--- config.mk ---
export PLATFORM = sky130hd
export DESIGN_NAME = phy_mgmt_regs
export DESIGN_NICKNAME = d
export VERILOG_FILES = /design/src/verilog/phy_ctl_pkg.sv /design/src/verilog/phy_ctrl_reg.sv /design/src/verilog/phy_mgmt_regs.sv
export SDC_FILE = /design/constraint.sdc
export NUM_CORES = 1
export LEC_CHECK = 0
export BUFFER_PORTS_ARGS = -buffer_cell sky130_fd_sc_hd__buf_2
export CAP_MARGIN = 25
export CORE_ASPECT_RATIO = 0.9
export CORE_MARGIN = 5
export CORE_UTILIZATION = 60
export CTS_CLUSTER_SIZE = 20
export DETAILED_ROUTE_END_ITERATION = 7
export MAX_ROUTING_LAYER = met4
export PLACE_DENSITY = 0.77
export SLEW_MARGIN = 10
export SYNTH_ARGS = -nofsm -noshare
export SYNTH_HDL_FRONTEND = slang
export SYNTH_SLANG_ARGS = --single-unit
--- constraint.sdc ---
create_clock -name ref_clk -period 14.6 [get_ports ref_clk]
set_clock_uncertainty 0.15 [all_clocks]
set_input_delay 2.92 -clock ref_clk [delete_from_list [all_inputs] [get_ports ref_clk]]
set_output_delay 2.92 -clock ref_clk [all_outputs]
set_load 0.03 [all_outputs]
--- src/verilog/phy_ctl_pkg.sv ---
package phy_ctl_pkg;

   ////////////////////////////////////////////////////////////////////////////
   // register map and control word layout
   localparam int         REG_W          = 16;
   localparam logic [4:0] REG_CTRL       = 5'h00;
   localparam logic [4:0] REG_LAST_STD   = 5'h05;
   localparam logic [4:0] REG_EXT_A      = 5'h1D;
   localparam logic [4:0] REG_EXT_B      = 5'h1F;
   localparam logic [15:0] CTRL_RESET_VAL = 16'h3120;

   localparam int B_SOFT_RESET  = 15;
   localparam int B_LOOPBACK    = 14;
   localparam int B_SPEED_100   = 13;
   localparam int B_NEG_ENABLE  = 12;
   localparam int B_POWER_DOWN  = 11;
   localparam int B_ISOLATE     = 10;
   localparam int B_NEG_RESTART = 9;
   localparam int B_FULL_DUPLEX = 8;
   localparam int B_XALG_SELECT = 5;
   localparam int B_STRAIGHT    = 4;
   localparam int B_XDET_OFF    = 3;
   localparam int B_FAR_OFF     = 2;
   localparam int B_TX_OFF      = 1;
   localparam int B_LED_OFF     = 0;

   ////////////////////////////////////////////////////////////////////////////
   // serial management frame
   localparam int         PREAMBLE_BITS = 32;
   localparam int         HDR_BITS      = 12;
   localparam int         TA_BITS       = 2;
   localparam int         DATA_BITS     = 16;
   localparam logic [1:0] MDIO_OP_RD    = 2'b10;
   localparam logic [1:0] MDIO_OP_WR    = 2'b01;

   ////////////////////////////////////////////////////////////////////////////
   // spi frame: command byte, address byte {port, reg}, data word
   localparam int         SPI_HDR_BITS = 16;
   localparam int         SPI_FRAME    = 32;
   localparam logic [7:0] SPI_CMD_WR   = 8'h02;
   localparam logic [7:0] SPI_CMD_RD   = 8'h03;

   ////////////////////////////////////////////////////////////////////////////
   // types
   typedef struct packed {
      logic mac_loopback;
      logic speed_100;
      logic negotiation_enable;
      logic power_down;
      logic transceiver_isolation;
      logic full_duplex;
      logic crossover_algorithm_select;
      logic straight_pair_force;
      logic crossover_detect_off;
      logic far_fault_detect_off;
      logic transmit_off;
      logic led_off;
      logic pair_force_straight;
      logic pair_force_crossed;
   } phy_ctrl_t;

   typedef struct packed {
      phy_ctrl_t ctrl;
      logic      soft_reset;
      logic      restart;
   } ctrl_state_t;

   typedef struct packed {
      logic       valid;
      logic [2:0] port;
      logic [4:0] addr;
      logic [15:0] data;
   } reg_wr_t;

   typedef enum logic [2:0] {MS_IDLE, MS_START, MS_HDR, MS_TA_RD, MS_DATA_RD, MS_TA_WR, MS_DATA_WR,
                             MS_SKIP} mdio_state_t;

   typedef struct packed {
      logic        mdc_s1, mdc_s2, mdc_s3, mdi_s1, mdi_s2;
      logic        sck_s1, sck_s2, sck_s3, cs_s1, cs_s2, mosi_s1, mosi_s2;
      mdio_state_t ms;
      logic [5:0]  pre_cnt;
      logic [4:0]  bit_cnt;
      logic [11:0] hdr;
      logic [15:0] rdata;
      logic [15:0] wdata;
      logic        mdio_out;
      logic        mdio_oe;
      logic [5:0]  spi_cnt;
      logic [15:0] spi_hdr;
      logic [15:0] spi_wr;
      logic [15:0] spi_rd;
      logic        spi_miso;
      logic        spi_oe;
      reg_wr_t     wr;
   } mgmt_state_t;

   // decode of a written control word
   function automatic phy_ctrl_t word_to_ctrl(logic [15:0] d);
      phy_ctrl_t c;
      c.mac_loopback               = d[B_LOOPBACK];
      c.speed_100                  = d[B_SPEED_100];
      c.negotiation_enable         = d[B_NEG_ENABLE];
      c.power_down                 = d[B_POWER_DOWN];
      c.transceiver_isolation      = d[B_ISOLATE];
      c.full_duplex                = d[B_FULL_DUPLEX];
      c.crossover_algorithm_select = d[B_XALG_SELECT];
      c.straight_pair_force        = d[B_STRAIGHT];
      c.crossover_detect_off       = d[B_XDET_OFF];
      c.far_fault_detect_off       = d[B_FAR_OFF];
      c.transmit_off               = d[B_TX_OFF];
      c.led_off                    = d[B_LED_OFF];
      c.pair_force_straight        = d[B_XDET_OFF] & d[B_STRAIGHT];
      c.pair_force_crossed         = d[B_XDET_OFF] & ~d[B_STRAIGHT];
      return c;
   endfunction

   // register addresses answered by the port
   function automatic logic reg_supported(logic [4:0] a);
      return (a <= REG_LAST_STD) || (a == REG_EXT_A) || (a == REG_EXT_B);
   endfunction

endpackage

--- src/verilog/phy_ctrl_reg.sv ---
module phy_ctrl_reg (
   // clock and reset
   input  wire logic                   ref_clk,
   input  wire logic                   rst,
   // write strobe
   input  wire logic                   wr_en,
   input  wire logic [15:0]            wr_data,
   // control state
   output phy_ctl_pkg::phy_ctrl_t      ctrl,
   output logic [15:0]                 readback,
   output logic                        soft_reset,
   output logic                        restart
);

   localparam phy_ctl_pkg::ctrl_state_t ST_RESET = '{ctrl: phy_ctl_pkg::word_to_ctrl(phy_ctl_pkg::CTRL_RESET_VAL),
                                                     soft_reset: 1'b0, restart: 1'b0};

   phy_ctl_pkg::ctrl_state_t st_ff;
   phy_ctl_pkg::ctrl_state_t nxt_st;

   ////////////////////////////////////////////////////////////////////////////
   // write decode: soft reset reloads defaults, restart is a pulse
   always_comb begin
      nxt_st            = st_ff;
      nxt_st.soft_reset = 1'b0;
      nxt_st.restart    = 1'b0;
      if (wr_en) begin
         if (wr_data[phy_ctl_pkg::B_SOFT_RESET]) begin
            nxt_st = ST_RESET;
            nxt_st.soft_reset = 1'b1;
         end else begin
            nxt_st.ctrl    = phy_ctl_pkg::word_to_ctrl(wr_data);
            nxt_st.restart = wr_data[phy_ctl_pkg::B_NEG_RESTART];
         end
      end
   end

   always_ff @(posedge ref_clk or posedge rst) begin
      if (rst) begin
         st_ff <= ST_RESET;
      end else begin
         st_ff <= nxt_st;
      end
   end

   assign ctrl       = st_ff.ctrl;
   assign soft_reset = st_ff.soft_reset;
   assign restart    = st_ff.restart;

   // readback word; self-clearing bits and reserved bits read zero
   always_comb begin
      readback                             = '0;
      readback[phy_ctl_pkg::B_LOOPBACK]    = st_ff.ctrl.mac_loopback;
      readback[phy_ctl_pkg::B_SPEED_100]   = st_ff.ctrl.speed_100;
      readback[phy_ctl_pkg::B_NEG_ENABLE]  = st_ff.ctrl.negotiation_enable;
      readback[phy_ctl_pkg::B_POWER_DOWN]  = st_ff.ctrl.power_down;
      readback[phy_ctl_pkg::B_ISOLATE]     = st_ff.ctrl.transceiver_isolation;
      readback[phy_ctl_pkg::B_FULL_DUPLEX] = st_ff.ctrl.full_duplex;
      readback[phy_ctl_pkg::B_XALG_SELECT] = st_ff.ctrl.crossover_algorithm_select;
      readback[phy_ctl_pkg::B_STRAIGHT]    = st_ff.ctrl.straight_pair_force;
      readback[phy_ctl_pkg::B_XDET_OFF]    = st_ff.ctrl.crossover_detect_off;
      readback[phy_ctl_pkg::B_FAR_OFF]     = st_ff.ctrl.far_fault_detect_off;
      readback[phy_ctl_pkg::B_TX_OFF]      = st_ff.ctrl.transmit_off;
      readback[phy_ctl_pkg::B_LED_OFF]     = st_ff.ctrl.led_off;
   end
endmodule

--- src/verilog/phy_mgmt_regs.sv ---
module phy_mgmt_regs #(
   parameter int NUM_PORTS = 5
) (
   // clock and reset
   input  wire logic                              ref_clk,
   input  wire logic                              rst,
   // serial management pins
   input  wire logic                              mdc,
   input  wire logic                              mdio_in,
   output logic                                   mdio_out,
   output logic                                   mdio_oe,
   // spi pins
   input  wire logic                              spi_sclk,
   input  wire logic                              spi_cs_n,
   input  wire logic                              spi_mosi,
   output logic                                   spi_miso,
   output logic                                   spi_miso_oe,
   // per-port control
   output phy_ctl_pkg::phy_ctrl_t [NUM_PORTS-1:0] port_ctrl,
   output logic [NUM_PORTS-1:0]                   port_soft_reset,
   output logic [NUM_PORTS-1:0]                   port_neg_restart
);

   localparam int PW = 3;

   phy_ctl_pkg::mgmt_state_t  st_ff;
   phy_ctl_pkg::mgmt_state_t  nxt_st;
   logic [NUM_PORTS-1:0][15:0] readback;
   logic                      mdc_rise;
   logic                      sck_rise;
   logic                      sck_fall;
   logic                      spi_sel;
   logic [11:0]               hdr_n;
   logic [15:0]               spi_hdr_n;
   logic                      mdio_port_ok;
   logic                      spi_port_ok;

   ////////////////////////////////////////////////////////////////////////////
   // per-port control registers
   for (genvar p = 0; p < NUM_PORTS; p++) begin : g_port
      logic port_hit;
      // ports 3, 4 and 5 are addressed exactly like ports 1 and 2
      assign port_hit = st_ff.wr.valid && st_ff.wr.addr == phy_ctl_pkg::REG_CTRL
                        && st_ff.wr.port == PW'(p + 1);
      phy_ctrl_reg u_reg (
         .ref_clk    (ref_clk),
         .rst        (rst),
         .wr_en      (port_hit),
         .wr_data    (st_ff.wr.data),
         .ctrl       (port_ctrl[p]),
         .readback   (readback[p]),
         .soft_reset (port_soft_reset[p]),
         .restart    (port_neg_restart[p])
      );
   end

   // read value: only the control word lives here, others read zero
   function automatic logic [15:0] read_word(logic [PW-1:0] port, logic [4:0] addr);
      logic [15:0] v;
      v = '0;
      for (int i = 0; i < NUM_PORTS; i++) begin
         if (port == PW'(i + 1) && addr == phy_ctl_pkg::REG_CTRL) begin
            v = readback[i];
         end
      end
      return v;
   endfunction

   ////////////////////////////////////////////////////////////////////////////
   // edge detection on synchronised pins
   assign mdc_rise  = st_ff.mdc_s2 & ~st_ff.mdc_s3;
   assign sck_rise  = st_ff.sck_s2 & ~st_ff.sck_s3;
   assign sck_fall  = ~st_ff.sck_s2 & st_ff.sck_s3;
   assign spi_sel   = ~st_ff.cs_s2;
   assign hdr_n     = {st_ff.hdr[10:0], st_ff.mdi_s2};
   assign spi_hdr_n = {st_ff.spi_hdr[14:0], st_ff.mosi_s2};
   // phy address selects the port; zero and unpopulated addresses stay silent on mdio and read as zero on spi
   assign mdio_port_ok = hdr_n[9:5] >= 5'h01 && hdr_n[9:5] <= 5'(NUM_PORTS);
   assign spi_port_ok  = spi_hdr_n[7:5] >= 3'h1 && spi_hdr_n[7:5] <= PW'(NUM_PORTS);

   ////////////////////////////////////////////////////////////////////////////
   // next state: synchronisers, serial management engine, spi engine
   always_comb begin
      nxt_st          = st_ff;
      nxt_st.mdc_s1   = mdc;
      nxt_st.mdc_s2   = st_ff.mdc_s1;
      nxt_st.mdc_s3   = st_ff.mdc_s2;
      nxt_st.mdi_s1   = mdio_in;
      nxt_st.mdi_s2   = st_ff.mdi_s1;
      nxt_st.sck_s1   = spi_sclk;
      nxt_st.sck_s2   = st_ff.sck_s1;
      nxt_st.sck_s3   = st_ff.sck_s2;
      nxt_st.cs_s1    = spi_cs_n;
      nxt_st.cs_s2    = st_ff.cs_s1;
      nxt_st.mosi_s1  = spi_mosi;
      nxt_st.mosi_s2  = st_ff.mosi_s1;
      nxt_st.wr.valid = 1'b0;

      // serial management frame, one bit per mdc rising edge
      if (mdc_rise) begin
         case (st_ff.ms)
            phy_ctl_pkg::MS_IDLE: begin
               if (st_ff.mdi_s2) begin
                  if (st_ff.pre_cnt < 6'(phy_ctl_pkg::PREAMBLE_BITS)) begin
                     nxt_st.pre_cnt = st_ff.pre_cnt + 6'h01;
                  end
               end else begin
                  if (st_ff.pre_cnt >= 6'(phy_ctl_pkg::PREAMBLE_BITS)) begin
                     nxt_st.ms = phy_ctl_pkg::MS_START;
                  end
                  nxt_st.pre_cnt = '0;
               end
            end
            phy_ctl_pkg::MS_START: begin
               nxt_st.bit_cnt = '0;
               nxt_st.ms      = st_ff.mdi_s2 ? phy_ctl_pkg::MS_HDR : phy_ctl_pkg::MS_IDLE;
            end
            phy_ctl_pkg::MS_HDR: begin
               nxt_st.hdr     = hdr_n;
               nxt_st.bit_cnt = st_ff.bit_cnt + 5'h01;
               if (st_ff.bit_cnt == 5'(phy_ctl_pkg::HDR_BITS - 1)) begin
                  nxt_st.bit_cnt = '0;
                  nxt_st.ms      = phy_ctl_pkg::MS_SKIP;
                  // only supported addresses of a populated port are answered
                  if (mdio_port_ok && phy_ctl_pkg::reg_supported(hdr_n[4:0])) begin
                     if (hdr_n[11:10] == phy_ctl_pkg::MDIO_OP_RD) begin
                        nxt_st.ms    = phy_ctl_pkg::MS_TA_RD;
                        nxt_st.rdata = read_word(hdr_n[PW+4:5], hdr_n[4:0]);
                     end else if (hdr_n[11:10] == phy_ctl_pkg::MDIO_OP_WR) begin
                        nxt_st.ms = phy_ctl_pkg::MS_TA_WR;
                     end
                  end
               end
            end
            phy_ctl_pkg::MS_TA_RD: begin
               // first turnaround bit left to the station, second driven low
               nxt_st.bit_cnt = st_ff.bit_cnt + 5'h01;
               if (st_ff.bit_cnt == '0) begin
                  nxt_st.mdio_oe  = 1'b1;
                  nxt_st.mdio_out = 1'b0;
               end else begin
                  nxt_st.mdio_out = st_ff.rdata[15];
                  nxt_st.rdata    = {st_ff.rdata[14:0], 1'b0};
                  nxt_st.bit_cnt  = '0;
                  nxt_st.ms       = phy_ctl_pkg::MS_DATA_RD;
               end
            end
            phy_ctl_pkg::MS_DATA_RD: begin
               nxt_st.bit_cnt = st_ff.bit_cnt + 5'h01;
               if (st_ff.bit_cnt == 5'(phy_ctl_pkg::DATA_BITS - 1)) begin
                  nxt_st.mdio_oe  = 1'b0;
                  nxt_st.mdio_out = 1'b0;
                  nxt_st.ms       = phy_ctl_pkg::MS_IDLE;
               end else begin
                  nxt_st.mdio_out = st_ff.rdata[15];
                  nxt_st.rdata    = {st_ff.rdata[14:0], 1'b0};
               end
            end
            phy_ctl_pkg::MS_TA_WR: begin
               nxt_st.bit_cnt = st_ff.bit_cnt + 5'h01;
               if (st_ff.bit_cnt == 5'(phy_ctl_pkg::TA_BITS - 1)) begin
                  nxt_st.bit_cnt = '0;
                  nxt_st.ms      = phy_ctl_pkg::MS_DATA_WR;
               end
            end
            phy_ctl_pkg::MS_DATA_WR: begin
               nxt_st.wdata   = {st_ff.wdata[14:0], st_ff.mdi_s2};
               nxt_st.bit_cnt = st_ff.bit_cnt + 5'h01;
               if (st_ff.bit_cnt == 5'(phy_ctl_pkg::DATA_BITS - 1)) begin
                  nxt_st.wr.valid = 1'b1;
                  nxt_st.wr.port  = st_ff.hdr[PW+4:5];
                  nxt_st.wr.addr  = st_ff.hdr[4:0];
                  nxt_st.wr.data  = {st_ff.wdata[14:0], st_ff.mdi_s2};
                  nxt_st.ms       = phy_ctl_pkg::MS_IDLE;
               end
            end
            phy_ctl_pkg::MS_SKIP: begin
               // foreign frame: let turnaround and data pass unanswered
               nxt_st.bit_cnt = st_ff.bit_cnt + 5'h01;
               if (st_ff.bit_cnt == 5'(phy_ctl_pkg::TA_BITS + phy_ctl_pkg::DATA_BITS - 1)) begin
                  nxt_st.ms = phy_ctl_pkg::MS_IDLE;
               end
            end
            default: begin
               nxt_st.ms      = phy_ctl_pkg::MS_IDLE;
               nxt_st.mdio_oe = 1'b0;
            end
         endcase
      end

      // spi frame: command, {port, reg} address byte, data word, msb first
      nxt_st.spi_oe = spi_sel;
      if (!spi_sel) begin
         nxt_st.spi_cnt  = '0;
         nxt_st.spi_miso = 1'b0;
      end else begin
         if (sck_rise && st_ff.spi_cnt < 6'(phy_ctl_pkg::SPI_FRAME)) begin
            nxt_st.spi_cnt = st_ff.spi_cnt + 6'h01;
            if (st_ff.spi_cnt < 6'(phy_ctl_pkg::SPI_HDR_BITS)) begin
               nxt_st.spi_hdr = spi_hdr_n;
            end else begin
               nxt_st.spi_wr = {st_ff.spi_wr[14:0], st_ff.mosi_s2};
            end
            // header complete: fetch read data
            if (st_ff.spi_cnt == 6'(phy_ctl_pkg::SPI_HDR_BITS - 1)) begin
               nxt_st.spi_rd = '0;
               if (spi_hdr_n[15:8] == phy_ctl_pkg::SPI_CMD_RD && spi_port_ok
                   && phy_ctl_pkg::reg_supported(spi_hdr_n[4:0])) begin
                  nxt_st.spi_rd = read_word(spi_hdr_n[7:5], spi_hdr_n[4:0]);
               end
            end
            // last data bit: commit a write to a supported address
            if (st_ff.spi_cnt == 6'(phy_ctl_pkg::SPI_FRAME - 1)
                && st_ff.spi_hdr[15:8] == phy_ctl_pkg::SPI_CMD_WR
                && st_ff.spi_hdr[7:5] >= 3'h1 && st_ff.spi_hdr[7:5] <= PW'(NUM_PORTS)
                && phy_ctl_pkg::reg_supported(st_ff.spi_hdr[4:0]) && !nxt_st.wr.valid) begin
               nxt_st.wr.valid = 1'b1;
               nxt_st.wr.port  = st_ff.spi_hdr[7:5];
               nxt_st.wr.addr  = st_ff.spi_hdr[4:0];
               nxt_st.wr.data  = {st_ff.spi_wr[14:0], st_ff.mosi_s2};
            end
         end
         // data phase of a read: shift out on falling edges
         if (sck_fall && st_ff.spi_cnt >= 6'(phy_ctl_pkg::SPI_HDR_BITS)
             && st_ff.spi_cnt < 6'(phy_ctl_pkg::SPI_FRAME)) begin
            nxt_st.spi_miso = st_ff.spi_rd[15];
            nxt_st.spi_rd   = {st_ff.spi_rd[14:0], 1'b0};
         end
      end
   end

   ////////////////////////////////////////////////////////////////////////////
   // state register
   always_ff @(posedge ref_clk or posedge rst) begin
      if (rst) begin
         st_ff    <= '0;
         st_ff.ms <= phy_ctl_pkg::MS_IDLE;
         // select synchronisers start at the deselected level: no false select after reset
         st_ff.cs_s1 <= 1'b1;
         st_ff.cs_s2 <= 1'b1;
      end else begin
         st_ff <= nxt_st;
      end
   end

   assign mdio_out    = st_ff.mdio_out;
   assign mdio_oe     = st_ff.mdio_oe;
   assign spi_miso    = st_ff.spi_miso;
   assign spi_miso_oe = st_ff.spi_oe;
endmodule

# == Word level (Yosys, flattened, before mapping) ==
# Cells that the tools add are included.
# classes
add_sub_neg,3
magnitude_cmp,14
eq_ne,51
muxes,61
bitwise_logic,11
n_reduce_logical,61
# ops
operator,count
two-way mux 16 bit,15
two-way mux 25 bit,6
two-way mux 15 bit,4
two-way mux 54 bit,1
one-hot mux 16 bit (3 select lines),1
"== test 5 bit, second input constant",7
"== test 3 bit, second input constant",10
logical AND 1 bit,29
two-way mux 3 bit,9
one-hot mux 5 bit (5 select lines),1
"== test 3 x 2 -> 1 bit, second input constant",8
"inequality test 2 bit, second input constant",11
one-hot mux 3 bit (7 select lines),1
"<= comparator 5 x 3 -> 1 bit, second input constant",4
logical NOT 5 bit,4
two-way mux 6 bit,3
two-way mux 17 bit,1
"== test 8 x 2 -> 1 bit, second input constant",2
two-way mux 5 bit,3
two-way mux 14 bit,1
two-way mux 2 bit,7
"adder 6 x 1 -> 6 bit, second input constant",2
"== test 3 x 1 -> 1 bit, second input constant",4
"< comparator 6 bit, second input constant",2
31 further kinds,65
# totals
register_bits,231
inputBits,7
output_inout_bits,84
elab_cells,311

# == Depth between registers and ports, before layout ==
# Gate-level depths: netlist of run 1.
# logic_depth
ltp_word,12
mapped_depth,8
mapped_depth_nobuf,8

# == Cells and area by module ==
# A second synthesis of run 1 with hierarchy kept.
# unflattened
cells_unflattened,1094
hier_area_um2,11813.8
# modules_own_cells
mod,n_inst,cells_per_inst,area_per_inst_um2,seq_area_each_um2
phy_mgmt_regs,1,794,8129.0,3756.1
phy_ctrl_reg,5,60,737.0,405.4

# == Worst setup path before layout of run 1 ==
# Ideal clock, no wire load.
# synth_timing
kind,register to output
start,"reg g_port[4].u_reg.st_ff, in the netlist g_port[4].u_reg.ctrl[7]"
end,out port_ctrl[63] (netlist name)
arrival_ps,613
t_required_ps,11530
path_slack_ps,10917
stages_incl_launch_ff,1
n_path_buf,0
path_cell_list,dfstp_2
# synth_rtl
item,line,text
start: declaration,phy_ctrl_reg.sv:18,phy_ctl_pkg::ctrl_state_t st_ff;
start signal: assignment,phy_ctrl_reg.sv:42,st_ff <= nxt_st;
end: declaration,phy_mgmt_regs.sv:19,"output phy_ctl_pkg::phy_ctrl_t [NUM_PORTS-1:0] port_ctrl,"
# No word-level cell between the ends.

==> metrics.cfg, run 1 <==
[timing]
timing.setup.tns_ns = 0
maxSlewViolCount = 0
period_needed_ns = 4.76
finalHoldViolations = 0
finalSetupViolations = 0
max_freq_mhz = 210
maxSlewHeadroom = 0.294
rsz0062_at_grt = false
fin_ws_ns = 9.84
fin_hold_ws_ns = 0.199
tightest_slew_ns = 1.06
timing.final.crit_share = 0.326

[global_routing]
grt_max_degree = 97
track_usage = 0.261
first_global_vias = 7615
grt_antenna_before_repair = 0
overflow = 0
grt_pass1_wl_um = 40800

[die]
start_util = 0.614
die_area_sq_um = 20100
core.rowCount = 45
core_area_sq_um = 16900
io_pins = 91
die_y_um = 135
die_w_um = 149

[synth]
syn_avg_cell_area_sq_um = 10.7
synth_edf_count = 0
synthDistinctLibCells = 71
async_reset_ff_frac = 1.00
synth_ff_type = dfrtp_1
synthCells = 974
ys_warn_count = 0
seq_area_frac_synth = 0.551
synth_largest_area_cell = dfrtp_1
synth_seq_cells = 228
syn_nets = 988
yosys-top-cells-area = dfrtp_1, mux2_2, dfstp_2, nand2_1, o21ai_0
yosysTopAreaCellShare = 0.495
synth_area_sq_um = 10400

[power]
powerDensity_nw_per_um2 = 120
p_int_mw = 1.05
switching_power_mw = 0.352
pwr-share-comb = 0.067
leakage_nw = 5.51
seq_power_share = 0.497
pwr-share-clk = 0.436
swShare = 0.251
ir_worst_vdd_mv = 0.0976

[finish]
layout_common_cells = dfrtp_1, nand2_1, o21ai_0, buf_2, mux2_2
area_growth_pct = 12.5
antenna_cells_inserted = 0
nets = 1043
layout_commonest_cell = dfrtp_1
drive_gt1_frac = 0.247

[cts]
cts-root-buf = clkbuf_16
clk_latency_ns = 0.52
numClockSinks = 228
h-tree-depth = 1
postCtsSetupBuffers = 0
clk_path_buf_depth = 3
post_cts_resized = 0
clk_transition_reported_paths_ns = 0.07
cts_hold_buffers = 0
cts_made_buffers = 23
cts_tree = done

[placed_design]
dpl_worst_slack_ns = 9.19
port_buffers = 90
gp_congestion = 0.877
hpwl_um = 16600

[critical_path]
startpoint_type = input port
path_class = in2async
arrival_ns = 5.16
end_kind = asynchronous set/reset pin
cp_max_fo = 96
required_ns = 15.00

[detailed_routing]
drtIter0Drc = 801
post_drt_wl_per_cell_um = 19.8
ant_nets = 0
route.detailed.drc = 0
drt_wl_total_um = 25400
drt_first_pass_iters = 5
vias_per_cell = 6.10
vias = 7816

[outcome]
status = complete, no violations

[job]
maxCapViolations = 0

[min_path]
hold_path_class = reg2reg

==> worst max-delay path: stages <==
cell and delay [ns]:
buf_2 0.13, inv_8 0.43, buf_4 0.79, buf_4 0.76
==> power by group through the flow <==
stage | Combinational (mW) | Clock (mW) | Sequential [mW]
after floorplan | 0.0914 | 0 | 0.674
after global placement | 0.0890 | 0 | 0.705
after CTS | 0.0920 | 0.620 | 0.696
after global routing | 0.102 | 0.648 | 0.699
after detailed placement | 0.0917 | 0 | 0.706
final | 0.0944 | 0.612 | 0.697
==> metrics by stage <==
| stage | instance area (sq um) | utilization | instances | power [mW] |
|---|---|---|---|---|
| floorplan | 10400 | - | 974 | 0.765 |
| global placement | 10900 | 0.643 | 1235 | 0.794 |
| detailed placement | 10900 | 0.643 | 1236 | 0.798 |
| CTS | 11700 | 0.689 | 1278 | 1.41 |
| global route | 11700 | 0.691 | 1281 | 1.45 |
| finish | 11700 | 0.691 | 1281 | 1.40 |
==> cell usage after synthesis (3+ instances only) <==
master / n
o22ai_1: 11
ha_1: 7
a21oi_1: 48
dfstp_2: 22
or4_1: 4
a22o_1: 8
mux2i_1: 36
clkbuf_1: 41
buf_4: 11
o21ai_0: 90
dfrtp_1: 206
a32oi_1: 10
a211oi_1: 3
buf_1: 4
nand2_1: 146
buf_2: 12
nor4_1: 6
a22oi_1: 13
or3_1: 4
mux2_2: 79
nor2_1: 57
nand3_1: 12
o211ai_1: 13
a221oi_1: 11
nor2b_1: 10
o21ai_1: 4
a31oi_1: 3
nand3b_1: 3
nand4b_1: 3
o31ai_1: 5
nand4_1: 3
inv_1: 21
nand2b_1: 8
nor3_1: 11
==> sequential cells by signal (all words and copies together) (netlist names) <==
signal	count
spi_miso	1
st_ff	109
g_port.u_reg.ctrl	70
spi_hdr_n	16
nxt_st	7
mdio_out	1
mdio_oe	1
spi_miso_oe	1
hdr_n	12
g_port.u_reg.restart	5
g_port.u_reg.soft_reset	5
==> cell families after synthesis <==
| kind of cell | Yosys count | synth area share |
|---|---|---|
| AOI/OAI and AO/OA | 242 | 0.148 |
| xor gates and xnor gates | 4 | 0.00337 |
| adders and majority gates | 7 | 0.00841 |
| buffers and inverters | 91 | 0.0397 |
| DFF | 228 | 0.551 |
| muxes | 115 | 0.120 |
| and+or+nand+nor | 287 | 0.130 |
==> metal layers <==
metal | global-route usage | part of all wire
met1 | 0.367 | 0.44
met2 | 0.378 | 0.45
met3 | 0.0601 | 0.079
met4 | 0.0859 | 0.029
met5 | - | 0
==> final timing paths <==
| kind | to | depth (start not counted) | start | slack, ns |
|---|---|---|---|---|
| min in group asynchronous | st_ff[131] | 2 | rst | 2.35 |
| max | st_ff[86] | 4 | rst | 9.84 |
| max reg2reg | g_port[4].u_reg.ctrl[2] | 5 | st_ff[20] | 11.56 |
| min | nxt_st[150] | 0 | nxt_st[151] | 0.20 |
| min reg2reg | nxt_st[150] | 0 | nxt_st[151] | 0.20 |
| max in group ref_clk | port_ctrl[64] | 1 | g_port[4].u_reg.ctrl[8] | 10.24 |
==> area by class of cell <==
type,count,area [sq um]
clock inverters,16,199
well taps,235,294
flip-flops and latches,228,5730
inverters,21,86.3
fillers,1256,5230
repair buffers,100,537
multi-input cells,655,4280
clock buffers,26,587
Note: power is estimated with default switching activity, not from simulation.
==> run 2: changes to the inputs <==
Settings changed: CORE_UTILIZATION 60 to 54, PLACE_DENSITY 0.77 to 0.73.
Clock period 14.6 ns to 4.1 ns, I/O delays scaled along.
==> metrics.cfg, run 2 (synthesis results as in run 1) <==
[detailed_routing]
post_drt_wl_per_cell_um = 19.6
ant_nets = 0
drt_wl_total_um = 25500
drt_first_pass_iters = 5
vias = 7869
drtIter0Drc = 634
vias_per_cell = 6.05
route.detailed.drc = 0

[power]
p_int_mw = 3.67
power_mw = 4.91
pwr-share-clk = 0.424
swShare = 0.252
switching_power_mw = 1.24
powerDensity_nw_per_um2 = 416
ir_worst_vdd_mv = 0.289
seq_power_share = 0.500
leakage_nw = 5.54
pwr-share-comb = 0.076

[placed_design]
port_buffers = 90
placed_cells = 1254
place_area_sq_um = 11000
gp_congestion = 0.861
dpl_worst_slack_ns = 1.35
hpwl_um = 16800

[global_routing]
grt_pass1_wl_um = 41500
grt_antenna_before_repair = 0
track_usage = 0.237
grt_max_degree = 90
overflow = 0
first_global_vias = 7651

[finish]
fin_cells = 1301
largest_reg_flops = 109
ff_latch_area_sq_um = 5730
layout_commonest_cell = dfrtp_1
drive_gt1_frac = 0.245
top_register = st_ff
multi_input_area_sq_um = 4290
antenna_cells_inserted = 0
layout_common_cells = dfrtp_1, nand2_1, o21ai_0, buf_2, mux2_2
nets = 1048
fillCellCount = 1554
area_growth_pct = 13.3
fin_util = 0.618
stdcell_area_sq_um = 11800

[critical_path]
startpoint = spi_hdr_n[7]
path_class = reg2reg
startpoint_type = register
cp_max_fo = 23
required_ns = 4.31
r2r-start = spi_hdr_n[7]
end_kind = register
arrival_ns = 2.96

[cts]
cts_tree = done
cts_made_buffers = 24
clk_path_buf_depth = 3
cts-root-buf = clkbuf_16
post_cts_resized = 0
numClockSinks = 228
clk_transition_reported_paths_ns = 0.06
clk_latency_ns = 0.51
postCtsSetupBuffers = 0
h-tree-depth = 1
cts_hold_buffers = 0

[die]
core_area_sq_um = 19100
die_y_um = 142
die_w_um = 156
die_area_sq_um = 22200
core.rowCount = 48
io_pins = 91
start_util = 0.545

[timing]
period_needed_ns = 2.75
fin_ws_ns = 1.35
timing.final.crit_share = 0.670
maxSlewHeadroom = 0.275
maxSlewViolCount = 0
finalSetupViolations = 0
fin_hold_ws_ns = 0.152
finalHoldViolations = 0
rsz0062_at_grt = false
tightest_slew_ns = 1.09
timing.setup.tns_ns = 0
max_freq_mhz = 364

[min_path]
hold_path_class = in2async

[outcome]
status = complete, no violations

[job]
maxCapViolations = 0

## run 2: cell count changes in the layout (fill, tap and decap cells not counted), moves of 2 or more
| cell | change |
|---|---|
| clkbuf_1 | +6 |
| buf_12 | +3 |
| bufinv_16 | -3 |
| clkbuf_8 | +3 |
| clkinv_2 | -2 |
| clkinvlp_4 | -2 |
| inv_6 | -2 |
## run 2: final cells by class
cell class                      count  share of cell area
Multi-Input combinational cell    655               0.364
Tap cell                          250              0.0265
Timing Repair Buffer              104              0.0532
Clock buffer                       36              0.0573
Clock inverter                      7             0.00657
Inverter                           21             0.00700
Sequential cell                   228               0.486
## run 2: power groups by stage
| stage | Clock (mW) | Combinational [mW] | Sequential, mW |
|---|---|---|---|
| CTS | 2.11 | 0.359 | 2.45 |
| floorplan | 0 | 0.326 | 2.40 |
| finish | 2.08 | 0.373 | 2.45 |
| global placement | 0 | 0.350 | 2.49 |
| global route | 2.20 | 0.402 | 2.46 |
| detailed placement | 0 | 0.359 | 2.49 |
## run 2: routing by layer
metal | vias up | GRT usage | share of wire
met1 | 3914 | 0.351 | 0.46
met4 | 0 | 0.0548 | 0.020
met5 | - | - | 0
met2 | 304 | 0.347 | 0.45
li1 | 3605 | - | -
met3 | 46 | 0.0369 | 0.070
## run 2: path summary, 6_finish.rpt
path | depth (start not counted) | slack (ns) | end
min in group ref_clk | 0 | 0.20 | spi_hdr_n[0]
hold reg to reg | 0 | 0.20 | spi_hdr_n[0]
max in group asynchronous | 4 | 2.77 | st_ff[92]
hold / removal | 2 | 0.15 | st_ff[145]
setup reg to reg | 5 | 1.35 | st_ff[1]
setup / recovery | 5 | 1.35 | st_ff[1]
## run 2: worst max-delay path, cell delays in order, from the launching register on
cell	delay, ns
dfrtp_1	0.92
nor3_1	0.20
a2111oi_4	0.29
nand4_4	0.54
mux2i_1	0.36
a21oi_1	0.12
==> run 3: changes to the inputs <==
Clock period 4.1 ns to 2.3 ns, I/O delays scaled along.
==> metrics.cfg, run 3 (synthesis results as in run 1) <==
[timing]
tightest_slew_ns = 0.665
maxSlewViolCount = 0
timing.final.crit_share = 1.02
finalSetupViolations = 13
max_freq_mhz = 428
fin_ws_ns = -0.0380
finalHoldViolations = 0
timing.setup.tns_ns = -0.286
rsz0062_at_grt = true
maxSlewHeadroom = 0.557
period_needed_ns = 2.34

[cts]
h-tree-depth = 1
clk_path_buf_depth = 3
cts_tree = done
cts_made_buffers = 24
numClockSinks = 228
clk_latency_ns = 0.52
clk_transition_reported_paths_ns = 0.06
cts-root-buf = clkbuf_16

[critical_path]
ff2ff_setup_slack_ns = -0.04
crit_chain = inv_2 > ha_2 > or4b_4 > a221oi_4 > a2111oi_4 > buf_6 > buf_12 > o21a_1
slowest_stage = or4b_4
arrival_ns = 2.60
required_ns = 2.56
startpoint_type = register
slowest_delay_ns = 0.49
r2r-start = st_ff[128]
cp_max_fo = 7
rr_worst_depth = 8
path_class = reg2reg
end_kind = register
timing.rr.end = st_ff[100]

[global_routing]
overflow = 0
grt_antenna_before_repair = 0
grt_max_degree = 64
grt_pass1_wl_um = 43000
track_usage = 0.248
first_global_vias = 8029

[detailed_routing]
drtIter0Drc = 743
vias_per_cell = 5.90
ant_nets = 0
route.detailed.drc = 0
drt_first_pass_iters = 5
drt_wl_total_um = 26900
post_drt_wl_per_cell_um = 19.7
vias = 8044

[min_path]
hold_path_class = reg2reg
hold_path_depth = 0
min_from = nxt_st[141]
whs_endpoint = spi_hdr_n[0]

[die]
die_area_sq_um = 22200
core_area_sq_um = 19100
io_pins = 91
die_y_um = 142
die_w_um = 156
core.rowCount = 48
start_util = 0.545

[power]
powerDensity_nw_per_um2 = 716
leakage_nw = 5.94
ir_worst_vdd_mv = 0.616
power_mw = 8.99

[finish]
nets = 1113
antenna_cells_inserted = 0
drive_gt1_frac = 0.306
layout_common_cells = dfrtp_1, nand2_1, buf_2
layout_commonest_cell = dfrtp_1
area_growth_pct = 20.6
top_register = st_ff
stdcell_area_sq_um = 12600
largest_reg_flops = 109

[outcome]
violations = negative setup slack
status = complete, but fails checks

[job]
maxCapViolations = 0

[placed_design]
hpwl_um = 17700
port_buffers = 90
place_area_sq_um = 11500
gp_congestion = 0.899

[run 3: worst max-delay path: cells and delay by family, from the launching register on]
| family | cells | cell delay [ns] |
|---|---|---|
| AOI/OAI and AO/OA | 3 | 0.63 |
| and+or+nand+nor | 1 | 0.49 |
| DFF | 1 | 0.40 |
| buffers and inverters | 3 | 0.39 |
| adders and majority gates | 1 | 0.17 |
[run 3: worst max-delay path by stage]
stage	from	to	slack, ns	cells after the start
2_1_floorplan	rst	g_port[0].u_reg.ctrl[0]	-1.27	1
3_3_place_gp	st_ff[127]	st_ff[100]	-0.13	7
3_5_place_dp	st_ff[127]	st_ff[100]	-0.16	7
4_1_cts	st_ff[20]	g_port[1].u_reg.ctrl[13]	0.005	6
5_1_grt	st_ff[128]	st_ff[108]	-0.1	9
6_report	st_ff[128]	st_ff[100]	-0.04	8
[run 3: per-stage QoR]
stage	hold slack (ns)	worst slack, ns	util	std cells
6_report	0.197	-0.0380	0.658	1364
5_1_grt	0.205	-0.0997	0.658	1364
4_1_cts	0.199	0.00542	0.647	1357
3_5_place_dp	0.185	-0.159	0.600	1308
3_3_place_gp	0.187	-0.132	0.600	1308
2_1_floorplan	0.181	-1.27	-	974
[run 3: layout make-up]
type	instances	area [sq um]
clock inverters	6	95.1
well taps	250	313
inverters	21	82.6
clock buffers	35	702
multi-input cells	655	4400
flip-flops and latches	228	5730
fillers	1439	6540
repair buffers	169	1230
[run 3: per-layer routing]
layer / GRT usage / vias to the layer above / part of all wire
met5: - / - / 0
met4: 0.0703 / 0 / 0.026
met3: 0.0403 / 61 / 0.068
met2: 0.364 / 294 / 0.46
met1: 0.360 / 3963 / 0.44
li1: - / 3726 / -
[run 3: repair_timing]
| action | CTS | global route |
|---|---|---|
| buffers inserted | 3 | 4 |
| setup endpoints to repair | 15 | 105 |
| hold endpoints to repair | 11 | 0 |
| pin swaps | 2 | 10 |
| hold buffers | 6 | 0 |
| resized for setup | 3 | 32 |
| cloned | 0 | 2 |
[run 3: where the power goes]
group / internal [mW] / switching (mW)
clock: 2.34 / 1.53
combinational: 0.325 / 0.504
sequential: 4.12 / 0.176
total: 6.78 / 2.21
